**src/hw/rtcpdc_pkg.sv**
```systemverilog
package rtcpdc_pkg;

  // ****************************************************************
  // register bus geometry
  // ****************************************************************
  localparam int unsigned ADDR_W = 5;
  localparam int unsigned DATA_W = 8;

  // ****************************************************************
  // register offsets
  // ****************************************************************
  localparam logic [ADDR_W-1:0] OFS_DIGITAL_RATE_TRIM = 5'h08;
  localparam logic [ADDR_W-1:0] OFS_TEST_CTRL         = 5'h0a;
  localparam logic [ADDR_W-1:0] OFS_SECONDS_STAT      = 5'h0b;
  localparam logic [ADDR_W-1:0] OFS_CYCLE_STAT        = 5'h0c;
  localparam logic [ADDR_W-1:0] OFS_HUNDREDTHS_STAT   = 5'h0d;
  localparam logic [ADDR_W-1:0] OFS_LOAD_CAP_TRIM     = 5'h12;

  // ****************************************************************
  // field layouts and reset values
  // ****************************************************************
  localparam int unsigned TRIM_MAG_LSB  = 0;
  localparam int unsigned TRIM_MAG_W    = 5;
  localparam int unsigned TRIM_SIGN_BIT = 5;
  localparam int unsigned FT_EN_BIT     = 0;
  localparam int unsigned CAP_SIGN_BIT  = 7;
  localparam int unsigned CAP_MAG_W     = 7;
  localparam int unsigned CYC_ACT_BIT   = 7;
  localparam logic [5:0]        TRIM_RESET = 6'h00;
  localparam logic [DATA_W-1:0] CAP_RESET  = 8'h00;
  localparam logic              FT_RESET   = 1'b0;

  // load capacitance limits, magnitude in quarter picofarads
  localparam logic [CAP_MAG_W-1:0] CAP_ADD_MAX = 7'h27;
  localparam logic [CAP_MAG_W-1:0] CAP_REM_MAX = 7'h48;

  // ****************************************************************
  // divider chain counts
  // ****************************************************************
  localparam int unsigned OSC_TAP_DIV  = 64;
  localparam int unsigned PRESC_W      = 6;
  localparam int unsigned MOD_W        = 10;
  localparam logic [MOD_W-1:0] MOD_NORMAL = 10'h200;
  localparam logic [MOD_W-1:0] MOD_FAST   = 10'h1ff;
  localparam logic [MOD_W-1:0] MOD_SLOW   = 10'h201;
  localparam logic [MOD_W-1:0] PULSES_PER_SEC = 10'h064;
  localparam int unsigned HUND_MAX = 99;
  localparam int unsigned SEC_MAX  = 59;
  localparam int unsigned MIN_MAX  = 15;

endpackage : rtcpdc_pkg

```
**src/hw/rtcpdc_div_if.sv**
```systemverilog
`timescale 1ns/1ps
interface rtcpdc_div_if;
  import rtcpdc_pkg::*;

  logic             tick512;  // one pulse per 512 Hz tap event
  logic [MOD_W-1:0] modulus;  // inputs per 100 outputs, taken at second start
  logic             tick100;  // one pulse per hundredth of a second

  modport ctl (output tick512, output modulus, input tick100);
  modport div (input tick512, input modulus, output tick100);
endinterface : rtcpdc_div_if

```
**src/hw/rtcpdc_rate_divider.sv**
```systemverilog
`timescale 1ns/1ps
module rtcpdc_rate_divider (
  // clock and reset
  input  wire logic mclk,
  input  wire logic rst_n,
  // tap in, hundredths out
  rtcpdc_div_if.div dv
);
  import rtcpdc_pkg::*;

  logic [MOD_W-1:0] acc_r;
  logic [MOD_W-1:0] acc_nxt;
  logic             pulse_r;
  logic             pulse_nxt;
  logic [MOD_W:0]   sum;

  // fractional accumulator: 100 outputs per modulus inputs, with the
  // accumulator back at zero exactly when the hundredth pulse goes out,
  // so a modulus change at a second boundary never leaves a remainder
  always_comb begin
    sum       = {1'b0, acc_r} + {1'b0, PULSES_PER_SEC};
    acc_nxt   = acc_r;
    pulse_nxt = 1'b0;
    if (dv.tick512) begin
      if (sum >= {1'b0, dv.modulus}) begin
        acc_nxt   = MOD_W'(sum - {1'b0, dv.modulus});
        pulse_nxt = 1'b1;
      end else begin
        acc_nxt   = sum[MOD_W-1:0];
      end
    end
  end

  always_ff @(posedge mclk or negedge rst_n) begin
    if (!rst_n) begin
      acc_r   <= '0;
      pulse_r <= 1'b0;
    end else begin
      acc_r   <= acc_nxt;
      pulse_r <= pulse_nxt;
    end
  end

  assign dv.tick100 = pulse_r;

endmodule : rtcpdc_rate_divider

```
**src/hw/rtcpdc_top.sv**
```systemverilog
// Chosen here: the plain strobed port.
`timescale 1ns/1ps
module rtcpdc_top (
  // clock and reset
  input  wire logic                             mclk,
  input  wire logic                             rst_n,
  // oscillator time base, asynchronous square wave
  input  wire logic                             osc32k,
  // register port
  input  wire logic [rtcpdc_pkg::ADDR_W-1:0]    regAddr,
  input  wire logic [rtcpdc_pkg::DATA_W-1:0]    regWrData,
  input  wire logic                             regWr,
  input  wire logic                             regRd,
  output logic      [rtcpdc_pkg::DATA_W-1:0]    regRdData,
  // shared test pin
  output logic                                  testPinOut,
  output logic                                  testPinOe,
  // load capacitor selection for both crystal pins
  output logic      [rtcpdc_pkg::DATA_W-1:0]    loadCapCode,
  // timekeeping pulses for the downstream counters
  output logic                                  hundredthTick,
  output logic                                  secondTick
);
  import rtcpdc_pkg::*;

  // ****************************************************************
  // oscillator synchroniser and edge detect
  // ****************************************************************
  logic oscMeta_r;
  logic oscMeta_nxt;
  logic oscSync_r;
  logic oscSync_nxt;
  logic oscLast_r;
  logic oscLast_nxt;
  logic oscEdge;

  // the oscillator is unrelated to mclk, so it passes two flip-flops
  // before anything reads it; the few clocks of latency are harmless
  // because every later stage counts edges, not time
  // the edge detector reads only the second stage and its delayed copy
  always_comb begin
    oscMeta_nxt = osc32k;
    oscSync_nxt = oscMeta_r;
    oscLast_nxt = oscSync_r;
    oscEdge     = oscSync_r && !oscLast_r;
  end

  // synchroniser stages and the delayed copy for edge detection
  always_ff @(posedge mclk or negedge rst_n) begin
    if (!rst_n) begin
      oscMeta_r <= 1'b0;
      oscSync_r <= 1'b0;
      oscLast_r <= 1'b0;
    end else begin
      oscMeta_r <= oscMeta_nxt;
      oscSync_r <= oscSync_nxt;
      oscLast_r <= oscLast_nxt;
    end
  end

  // ****************************************************************
  // 512 Hz tap and test square wave
  // ****************************************************************
  // the test wave is taken here on purpose: the trim only reshapes the
  // hundredths stage downstream, so a frequency counter on the pin sees
  // the raw oscillator error and can measure it while a trim is active
  localparam logic [PRESC_W-1:0] PRESC_LAST = PRESC_W'(OSC_TAP_DIV - 1);

  logic [PRESC_W-1:0] presc_r;
  logic [PRESC_W-1:0] presc_nxt;
  logic               tap512;
  logic               sqWave_r;
  logic               sqWave_nxt;

  // divide the oscillator by 64; the tap fires once per prescaler wrap
  // and the square wave is the prescaler msb, before any correction
  always_comb begin
    presc_nxt  = presc_r;
    tap512     = oscEdge && (presc_r == PRESC_LAST);
    if (oscEdge) begin
      presc_nxt = presc_r + 1'b1;
    end
    sqWave_nxt = presc_r[PRESC_W-1];
  end

  // prescaler and registered square wave
  always_ff @(posedge mclk or negedge rst_n) begin
    if (!rst_n) begin
      presc_r  <= '0;
      sqWave_r <= 1'b0;
    end else begin
      presc_r  <= presc_nxt;
      sqWave_r <= sqWave_nxt;
    end
  end

  // ****************************************************************
  // registers
  // ****************************************************************
  // register file and the fields decoded from it
  logic [5:0]        trim_r;
  logic [5:0]        trim_nxt;
  logic [DATA_W-1:0] capTrim_r;
  logic [DATA_W-1:0] capTrim_nxt;
  logic              ftEnable_r;
  logic              ftEnable_nxt;
  logic [DATA_W-1:0] rdData_r;
  logic [DATA_W-1:0] rdData_nxt;
  logic [CAP_MAG_W-1:0] capMag;
  logic                 capNeg;
  logic [4:0]        trimMagnitude;
  logic              trimSign;

  // counter views for status reads and scheduling
  logic [6:0] hundCount;
  logic [5:0] secCount;
  logic [3:0] minCount;
  logic       cycleActive_r;

  // trim fields; a mid-cycle change is taken at the next second
  // boundary, but changing it faster than the cycle skews the average,
  // and a change never disturbs the second already running
  always_comb begin
    trimMagnitude = trim_r[TRIM_MAG_LSB +: TRIM_MAG_W];
    trimSign      = trim_r[TRIM_SIGN_BIT];
    capNeg        = regWrData[CAP_SIGN_BIT];
    capMag        = regWrData[CAP_MAG_W-1:0];
  end

  // a read right after a write to the same register already returns
  // the new value, since the write lands on the strobe's own edge
  // writes store the value; reads answer in the next cycle only
  always_comb begin
    trim_nxt     = trim_r;
    capTrim_nxt  = capTrim_r;
    ftEnable_nxt = ftEnable_r;
    rdData_nxt   = '0;
    if (regWr) begin
      case (regAddr)
        OFS_DIGITAL_RATE_TRIM: begin
          trim_nxt = regWrData[5:0];
        end
        OFS_LOAD_CAP_TRIM: begin
          // the sign selects removal (fast) or addition (slow) of load
          // capacitance; the two limits differ, so each has its own clamp
          // out-of-range requests saturate at the nearest limit
          if (capNeg && (capMag > CAP_REM_MAX)) begin
            capTrim_nxt = {1'b1, CAP_REM_MAX};
          end else if (!capNeg && (capMag > CAP_ADD_MAX)) begin
            capTrim_nxt = {1'b0, CAP_ADD_MAX};
          end else begin
            capTrim_nxt = regWrData;
          end
        end
        OFS_TEST_CTRL: begin
          ftEnable_nxt = regWrData[FT_EN_BIT];
        end
        default: begin
          trim_nxt = trim_r;
        end
      endcase
    end
    // status views let software see the correction phase
    if (regRd) begin
      case (regAddr)
        OFS_DIGITAL_RATE_TRIM: rdData_nxt = {2'b00, trim_r};
        OFS_LOAD_CAP_TRIM:     rdData_nxt = capTrim_r;
        OFS_TEST_CTRL:         rdData_nxt = {7'h00, ftEnable_r};
        OFS_SECONDS_STAT:      rdData_nxt = {2'b00, secCount};
        OFS_CYCLE_STAT:        rdData_nxt = {cycleActive_r, 3'b000, minCount};
        OFS_HUNDREDTHS_STAT:   rdData_nxt = {1'b0, hundCount};
        default:               rdData_nxt = '0;  // unmapped reads as zero
      endcase
    end
  end

  // register file and read reply
  always_ff @(posedge mclk or negedge rst_n) begin
    if (!rst_n) begin
      trim_r     <= TRIM_RESET;
      capTrim_r  <= CAP_RESET;
      ftEnable_r <= FT_RESET;
      rdData_r   <= '0;
    end else begin
      trim_r     <= trim_nxt;
      capTrim_r  <= capTrim_nxt;
      ftEnable_r <= ftEnable_nxt;
      rdData_r   <= rdData_nxt;
    end
  end

  // ****************************************************************
  // hundredths divider
  // ****************************************************************
  // the modulus is held in a register and changes only at a second
  // boundary, when the accumulator stands at zero, so no second is
  // ever split between two ratios
  rtcpdc_div_if divBus ();

  logic [MOD_W-1:0] modulus_r;
  logic [MOD_W-1:0] modulus_nxt;

  // the divider sees the raw tap and the registered modulus
  assign divBus.tick512 = tap512;
  assign divBus.modulus = modulus_r;

  rtcpdc_rate_divider u_divider (
    .mclk  (mclk),
    .rst_n (rst_n),
    .dv    (divBus.div)
  );

  // ****************************************************************
  // fraction, seconds and correction-cycle minute counters
  // ****************************************************************
  // wrap strobes are combinational and last exactly one clock
  logic hundWrap;
  logic secWrap;

  // hundredths pulses drive the fraction counter
  rtcpdc_wrap_counter #(.WIDTH(7), .MAX(HUND_MAX)) u_hund (
    .mclk  (mclk),
    .rst_n (rst_n),
    .inc   (divBus.tick100),
    .count (hundCount),
    .wrap  (hundWrap)
  );

  // seconds advance on each fraction wrap
  rtcpdc_wrap_counter #(.WIDTH(6), .MAX(SEC_MAX)) u_sec (
    .mclk  (mclk),
    .rst_n (rst_n),
    .inc   (hundWrap),
    .count (secCount),
    .wrap  (secWrap)
  );

  // free-running; positive mode looks at the low three bits only,
  // so one counter serves both the 8- and 16-minute cycle
  rtcpdc_wrap_counter #(.WIDTH(4), .MAX(MIN_MAX)) u_min (
    .mclk  (mclk),
    .rst_n (rst_n),
    .inc   (secWrap),
    .count (minCount),
    .wrap  ()
  );

  // ****************************************************************
  // correction scheduling
  // ****************************************************************
  // boundary look-ahead and registered strobes
  logic [5:0] secNext;
  logic [3:0] minNext;
  logic       cycleStart;
  logic       activeNext;
  logic       secInWindow;
  logic       cycleActive_nxt;
  logic       secTick_r;
  logic       secTick_nxt;
  logic       hundTick_r;
  logic       hundTick_nxt;

  // limitation: the minute counter starts at zero on reset and is not
  // tied to the calendar minute, so the cycle phase is arbitrary; only
  // the average correction over a whole cycle is meaningful
  // the modulus for the coming second is chosen from the counters as
  // they will stand after this boundary, while the accumulator is zero
  always_comb begin
    secNext    = secWrap ? 6'h00 : secCount + 1'b1;
    minNext    = secWrap ? minCount + 1'b1 : minCount;
    if (trimSign) begin
      cycleStart = (minNext[2:0] == 3'b000);
    end else begin
      cycleStart = (minNext == 4'h0);
    end
    // about 4.068 or 2.034 ppm per step averaged over the cycle
    // a second is active when it falls in the first N seconds of the
    // cycle-start minute; N of zero never matches, whatever the sign
    secInWindow = ({1'b0, secNext} < {2'b00, trimMagnitude});
    activeNext  = (trimMagnitude != 5'h00) && cycleStart && secInWindow;
    modulus_nxt     = modulus_r;
    cycleActive_nxt = cycleActive_r;
    if (hundWrap) begin
      cycleActive_nxt = activeNext;
      if (!activeNext) begin
        modulus_nxt = MOD_NORMAL;
      end else if (trimSign) begin
        modulus_nxt = MOD_FAST;
      end else begin
        modulus_nxt = MOD_SLOW;
      end
    end
    secTick_nxt  = hundWrap;
    hundTick_nxt = divBus.tick100;
  end

  // modulus, phase flag and output strobes
  always_ff @(posedge mclk or negedge rst_n) begin
    if (!rst_n) begin
      modulus_r     <= MOD_NORMAL;
      cycleActive_r <= 1'b0;
      secTick_r     <= 1'b0;
      hundTick_r    <= 1'b0;
    end else begin
      modulus_r     <= modulus_nxt;
      cycleActive_r <= cycleActive_nxt;
      secTick_r     <= secTick_nxt;
      hundTick_r    <= hundTick_nxt;
    end
  end

  // ****************************************************************
  // outputs
  // ****************************************************************
  // the ticks are registered copies of the internal strobes, one clock
  // late; the second pulse stands beside the hundredth pulse that ends it
  // the pin is released when the test output is off so the shared
  // function can use it; enable and level switch on the same edge
  assign testPinOut    = sqWave_r & ftEnable_r;
  assign testPinOe     = ftEnable_r;
  assign loadCapCode   = capTrim_r;
  assign regRdData     = rdData_r;
  assign hundredthTick = hundTick_r;
  assign secondTick    = secTick_r;

endmodule : rtcpdc_top

```
**src/hw/rtcpdc_wrap_counter.sv**
```systemverilog
`timescale 1ns/1ps
module rtcpdc_wrap_counter #(
  parameter int unsigned WIDTH = 8,
  parameter int unsigned MAX   = 99
) (
  // clock and reset
  input  wire logic             mclk,
  input  wire logic             rst_n,
  // counting
  input  wire logic             inc,
  output logic [WIDTH-1:0]      count,
  output logic                  wrap
);

  localparam logic [WIDTH-1:0] LAST = WIDTH'(MAX);

  logic [WIDTH-1:0] count_r;
  logic [WIDTH-1:0] count_nxt;

  // advance on each increment, fold back to zero after the last value
  always_comb begin
    wrap      = inc && (count_r == LAST);
    count_nxt = count_r;
    if (inc) begin
      count_nxt = wrap ? '0 : count_r + 1'b1;
    end
  end

  always_ff @(posedge mclk or negedge rst_n) begin
    if (!rst_n) begin
      count_r <= '0;
    end else begin
      count_r <= count_nxt;
    end
  end

  assign count = count_r;

endmodule : rtcpdc_wrap_counter
```
**config.mk**
```make
export PLATFORM = sky130hd
export DESIGN_NAME = rtcpdc_top
export DESIGN_NICKNAME = d
export VERILOG_FILES = /design/src/hw/rtcpdc_pkg.sv /design/src/hw/rtcpdc_div_if.sv /design/src/hw/rtcpdc_rate_divider.sv /design/src/hw/rtcpdc_top.sv /design/src/hw/rtcpdc_wrap_counter.sv
export SDC_FILE = /design/constraint.sdc
export NUM_CORES = 1
export LEC_CHECK = 0
export ABC_AREA = 1
export BUFFER_PORTS_ARGS = -buffer_cell sky130_fd_sc_hd__buf_2
export CORE_ASPECT_RATIO = 1.1
export CORE_MARGIN = 2
export CORE_UTILIZATION = 45
export CTS_CLUSTER_SIZE = 16
export DETAILED_ROUTE_END_ITERATION = 8
export MAX_ROUTING_LAYER = met4
export PLACE_DENSITY = 0.63
export SLEW_MARGIN = 10
export SYNTH_ARGS = -nofsm -noshare
export SYNTH_HDL_FRONTEND = slang
export SYNTH_SLANG_ARGS = --single-unit
```
**constraint.sdc**
```tcl
create_clock -name mclk -period 3.8 [get_ports mclk]
set_clock_uncertainty 0.05 [all_clocks]
set_input_delay 0.19 -clock mclk [delete_from_list [all_inputs] [get_ports mclk]]
set_output_delay 0.19 -clock mclk [all_outputs]
set_load 0.01 [all_outputs]
```
==> impl_metrics.py <==
metrics = {
    "yosys": {
        "synth_edf_count": 0,
        "synthArstFlopShare_pct": 100,
        "synthesis.area_um2": 3900,
        "ys_warn_count": 0,
        "ys_seq_elements": 66,
        "yosysSeqAreaShare_pct": 42.4,
        "synth_cells": 498,
        "synth_area_per_cell_um2": 7.83,
        "synth_nets": 536,
        "synth.distinct_cells": 41,
        "yosys_most_used_dff": "dfrtp_1",
    },
    "pwr": {
        "p_leak_nw": 2.27,
        "ir_drop_v": 0.000275,
        "swShare_pct": 27.3,
        "intPower_mw": 1.17,
        "pwr-share-comb_pct": 11.2,
        "pwr-share-clk_pct": 37.4,
        "p_sw_mw": 0.438,
        "p_seq_share_pct": 51.5,
        "p_per_area_nw_per_um2": 362,
        "p_total_mw": 1.60,
    },
    "worst_setup_path": {
        "arrival_ps": 3060,
        "timing.rr.end": "u_divider.acc_r[1]",
        "r2r_cells": 18,
        "critPathCaptureType": "register",
        "path_common_cell": "nand2_1",
        "slowest_stage": "dfrtp_1",
        "ff2ff_setup_slack_ps": 920,
        "critPathMaxStageDelay_ps": 410,
        "critPathLaunchType": "register",
        "required_ps": 3980,
        "path_class": "reg2reg",
        "critical_path.max_fanout": 13,
        "timing.rr.start": "u_divider.acc_r[2]",
        "crit_chain": "ha_1, nand2_1, inv_2, nor2_1, nand2_1, nand2_1, xor2_1, inv_1, ha_1, a21o_1, a21oi_1, nand2_1, nor2_2, nand2_2, nand2_1, inv_1, nand2_1, nand2_1",
    },
    "timing": {
        "whs_ps": 41.7,
        "timing.final.crit_share_pct": 75.8,
        "setup_tns_ps": 0,
        "max_freq_mhz": 347,
        "tightest_slew_ps": 743,
        "report.final.slew_viol_count": 0,
        "period_needed_ps": 2880,
        "rsz0062_at_grt": "false",
        "setup_violations": 0,
        "slew_headroom_pct": 50.5,
        "final_hold_viol_count": 0,
        "finalWorstSetupSlack_ps": 920,
    },
    "cells_and_area": {
        "antenna_cells": 0,
        "final_cell_mix": "nand2_1, inv_1, dfrtp_1",
        "final_cells": 661,
        "fin_nets": 583,
        "fin_area_um2": 4430,
        "area_delta_synth_final_pct": 13.6,
        "utilization_pct": 52.7,
        "drive_above_1_share_pct": 15.5,
        "layout_commonest_cell": "nand2_1",
    },
    "grt": {
        "grt_pass1_vias": 3292,
        "grt_antenna_before_repair": 0,
        "overflow": 0,
        "grt_pass1_wl_um": 14900,
        "grt_start_max_net_pins": 35,
        "track_usage_pct": 20.7,
    },
    "floorplan": {
        "ioPinCount": 38,
        "start_util_pct": 46.4,
        "die_y_um": 102,
        "die_area_um2": 9420,
        "rows": 35,
        "coreArea_um2": 8410,
        "die_w_um": 92.7,
    },
    "clocking": {
        "tritoncts": "built",
        "clk_latency_ps": 340,
        "clk_path_buf_depth": 2,
        "clk_pin_slew_worst_paths_ps": 80,
        "cts_root_buffer": "clkbuf_8",
        "htree_levels": 3,
        "postCtsSetupRepairBufs": 0,
        "numClockSinks": 66,
        "cts_made_buffers": 9,
    },
    "min_path": {
        "min_path_type": "in2reg",
        "holdPathStages": 3,
        "min_to": "loadCapCode[7]",
        "min_from": "regWrData[7]",
    },
    "placed_design": {
        "port_buffers": 37,
        "dp_hpwl_um": 6760,
        "pre_cts_ws_ps": 934,
        "dp_cells": 643,
        "place_congestion": 0.861,
        "dpl_cell_area_um2": 4210,
    },
    "route": {
        "wl_per_cell_um": 13.2,
        "wl_um": 8760,
        "ant_nets": 0,
        "drt_iter0_drc": 151,
        "vias": 3358,
        "dr.pass1.iters": 4,
        "via_per_inst": 5.08,
        "drc_errors": 0,
    },
    "run_status": {
        "run_status": "finished clean",
    },
    "flow_run": {
        "drv_cap": 0,
    },
}
## cell families (layout without fill, tap and decap cells)
kind of cell	after synthesis	count (layout)	synth area share (%)
buffers and inverters	80	132	7.93
multiplexers	1	1	0.289
XOR/XNOR	18	18	4.04
adder cells (fa/ha/maj)	20	20	6.61
AND/OR/NAND/NOR	235	235	27.4
AO/OA/AOI/OAI	78	78	11.4
flip-flops	66	66	42.4
## registers in the layout, indices dropped and copies added (netlist names), 3 cells and up
register	count
u_hund.count	7
divBus.modulus	3
trim_r	6
u_divider.acc_r	10
presc_r	6
regRdData	8
loadCapCode	8
u_sec.count	6
u_min.count	4
## per-layer routing
layer / routed length, um / track usage (%)
met5: 0 / -
met4: 284 / 9.39
met3: 286 / 3.57
met2: 4170 / 33.0
met1: 4020 / 25.9
## worst max-delay path by stage
stage               slack (ps)               start  cells after the start                  to
floorplan                 1180  u_divider.acc_r[2]                     17  u_divider.acc_r[2]
global placement          1030  u_divider.acc_r[2]                     18  u_divider.acc_r[1]
detailed placement         930  u_divider.acc_r[2]                     18  u_divider.acc_r[1]
CTS                        920  u_divider.acc_r[2]                     18  u_divider.acc_r[1]
global route               590  u_divider.acc_r[2]                     18  u_divider.acc_r[1]
finish                     920  u_divider.acc_r[2]                     18  u_divider.acc_r[1]
## power by group through the flow
stage          Clock [mW]  Combinational (mW)  Sequential, mW
5_1_grt             0.656               0.209           0.832
4_1_cts             0.618               0.183           0.824
6_report            0.599               0.179           0.825
3_3_place_gp            0               0.178           0.836
2_1_floorplan           0               0.103           0.833
3_5_place_dp            0               0.181           0.838
## critical path: cells and delay by family, from the launching register on
family,cells,cell delay (ps)
compound gates,2,320
xor+xnor,1,190
fa+ha+maj,2,550
buf+inv,3,170
flops,1,410
simple gates,10,1050
## what timing repair did
item                      in CTS  in global routing
hold buffers                   2                  0
resized for setup              0                  0
hold endpoints to repair      32                  0
## cell type report
| cell class | count | area (um^2) |
|---|---|---|
| clock buffers | 10 | 138 |
| clock inverters | 6 | 65.1 |
| fillers | 840 | 3980 |
| inverters | 76 | 285 |
| multi-input cells | 352 | 1940 |
| flip-flops and latches | 66 | 1650 |
| well taps | 111 | 139 |
| repair buffers | 40 | 213 |
## cells in the mapped netlist, types with 5 or more instances
master   number  area share [%]
nand2_1     129              12
inv_1        67             6.5
dfrtp_1      65              42
nand3_1      33             4.2
nor2_1       32             3.1
a21oi_1      23             3.0
o21ai_0      21             2.7
ha_1         19             6.1
xor2_1       12             2.7
o21ai_1      11             1.4
nand4_1       9             1.4
inv_2         8            0.77
nor3_1        8             1.0
xnor2_1       6             1.3
nand3_2       5             1.3
nor2_2        5            0.80
o22ai_1       5            0.80
(Power assumes the default switching activity.)
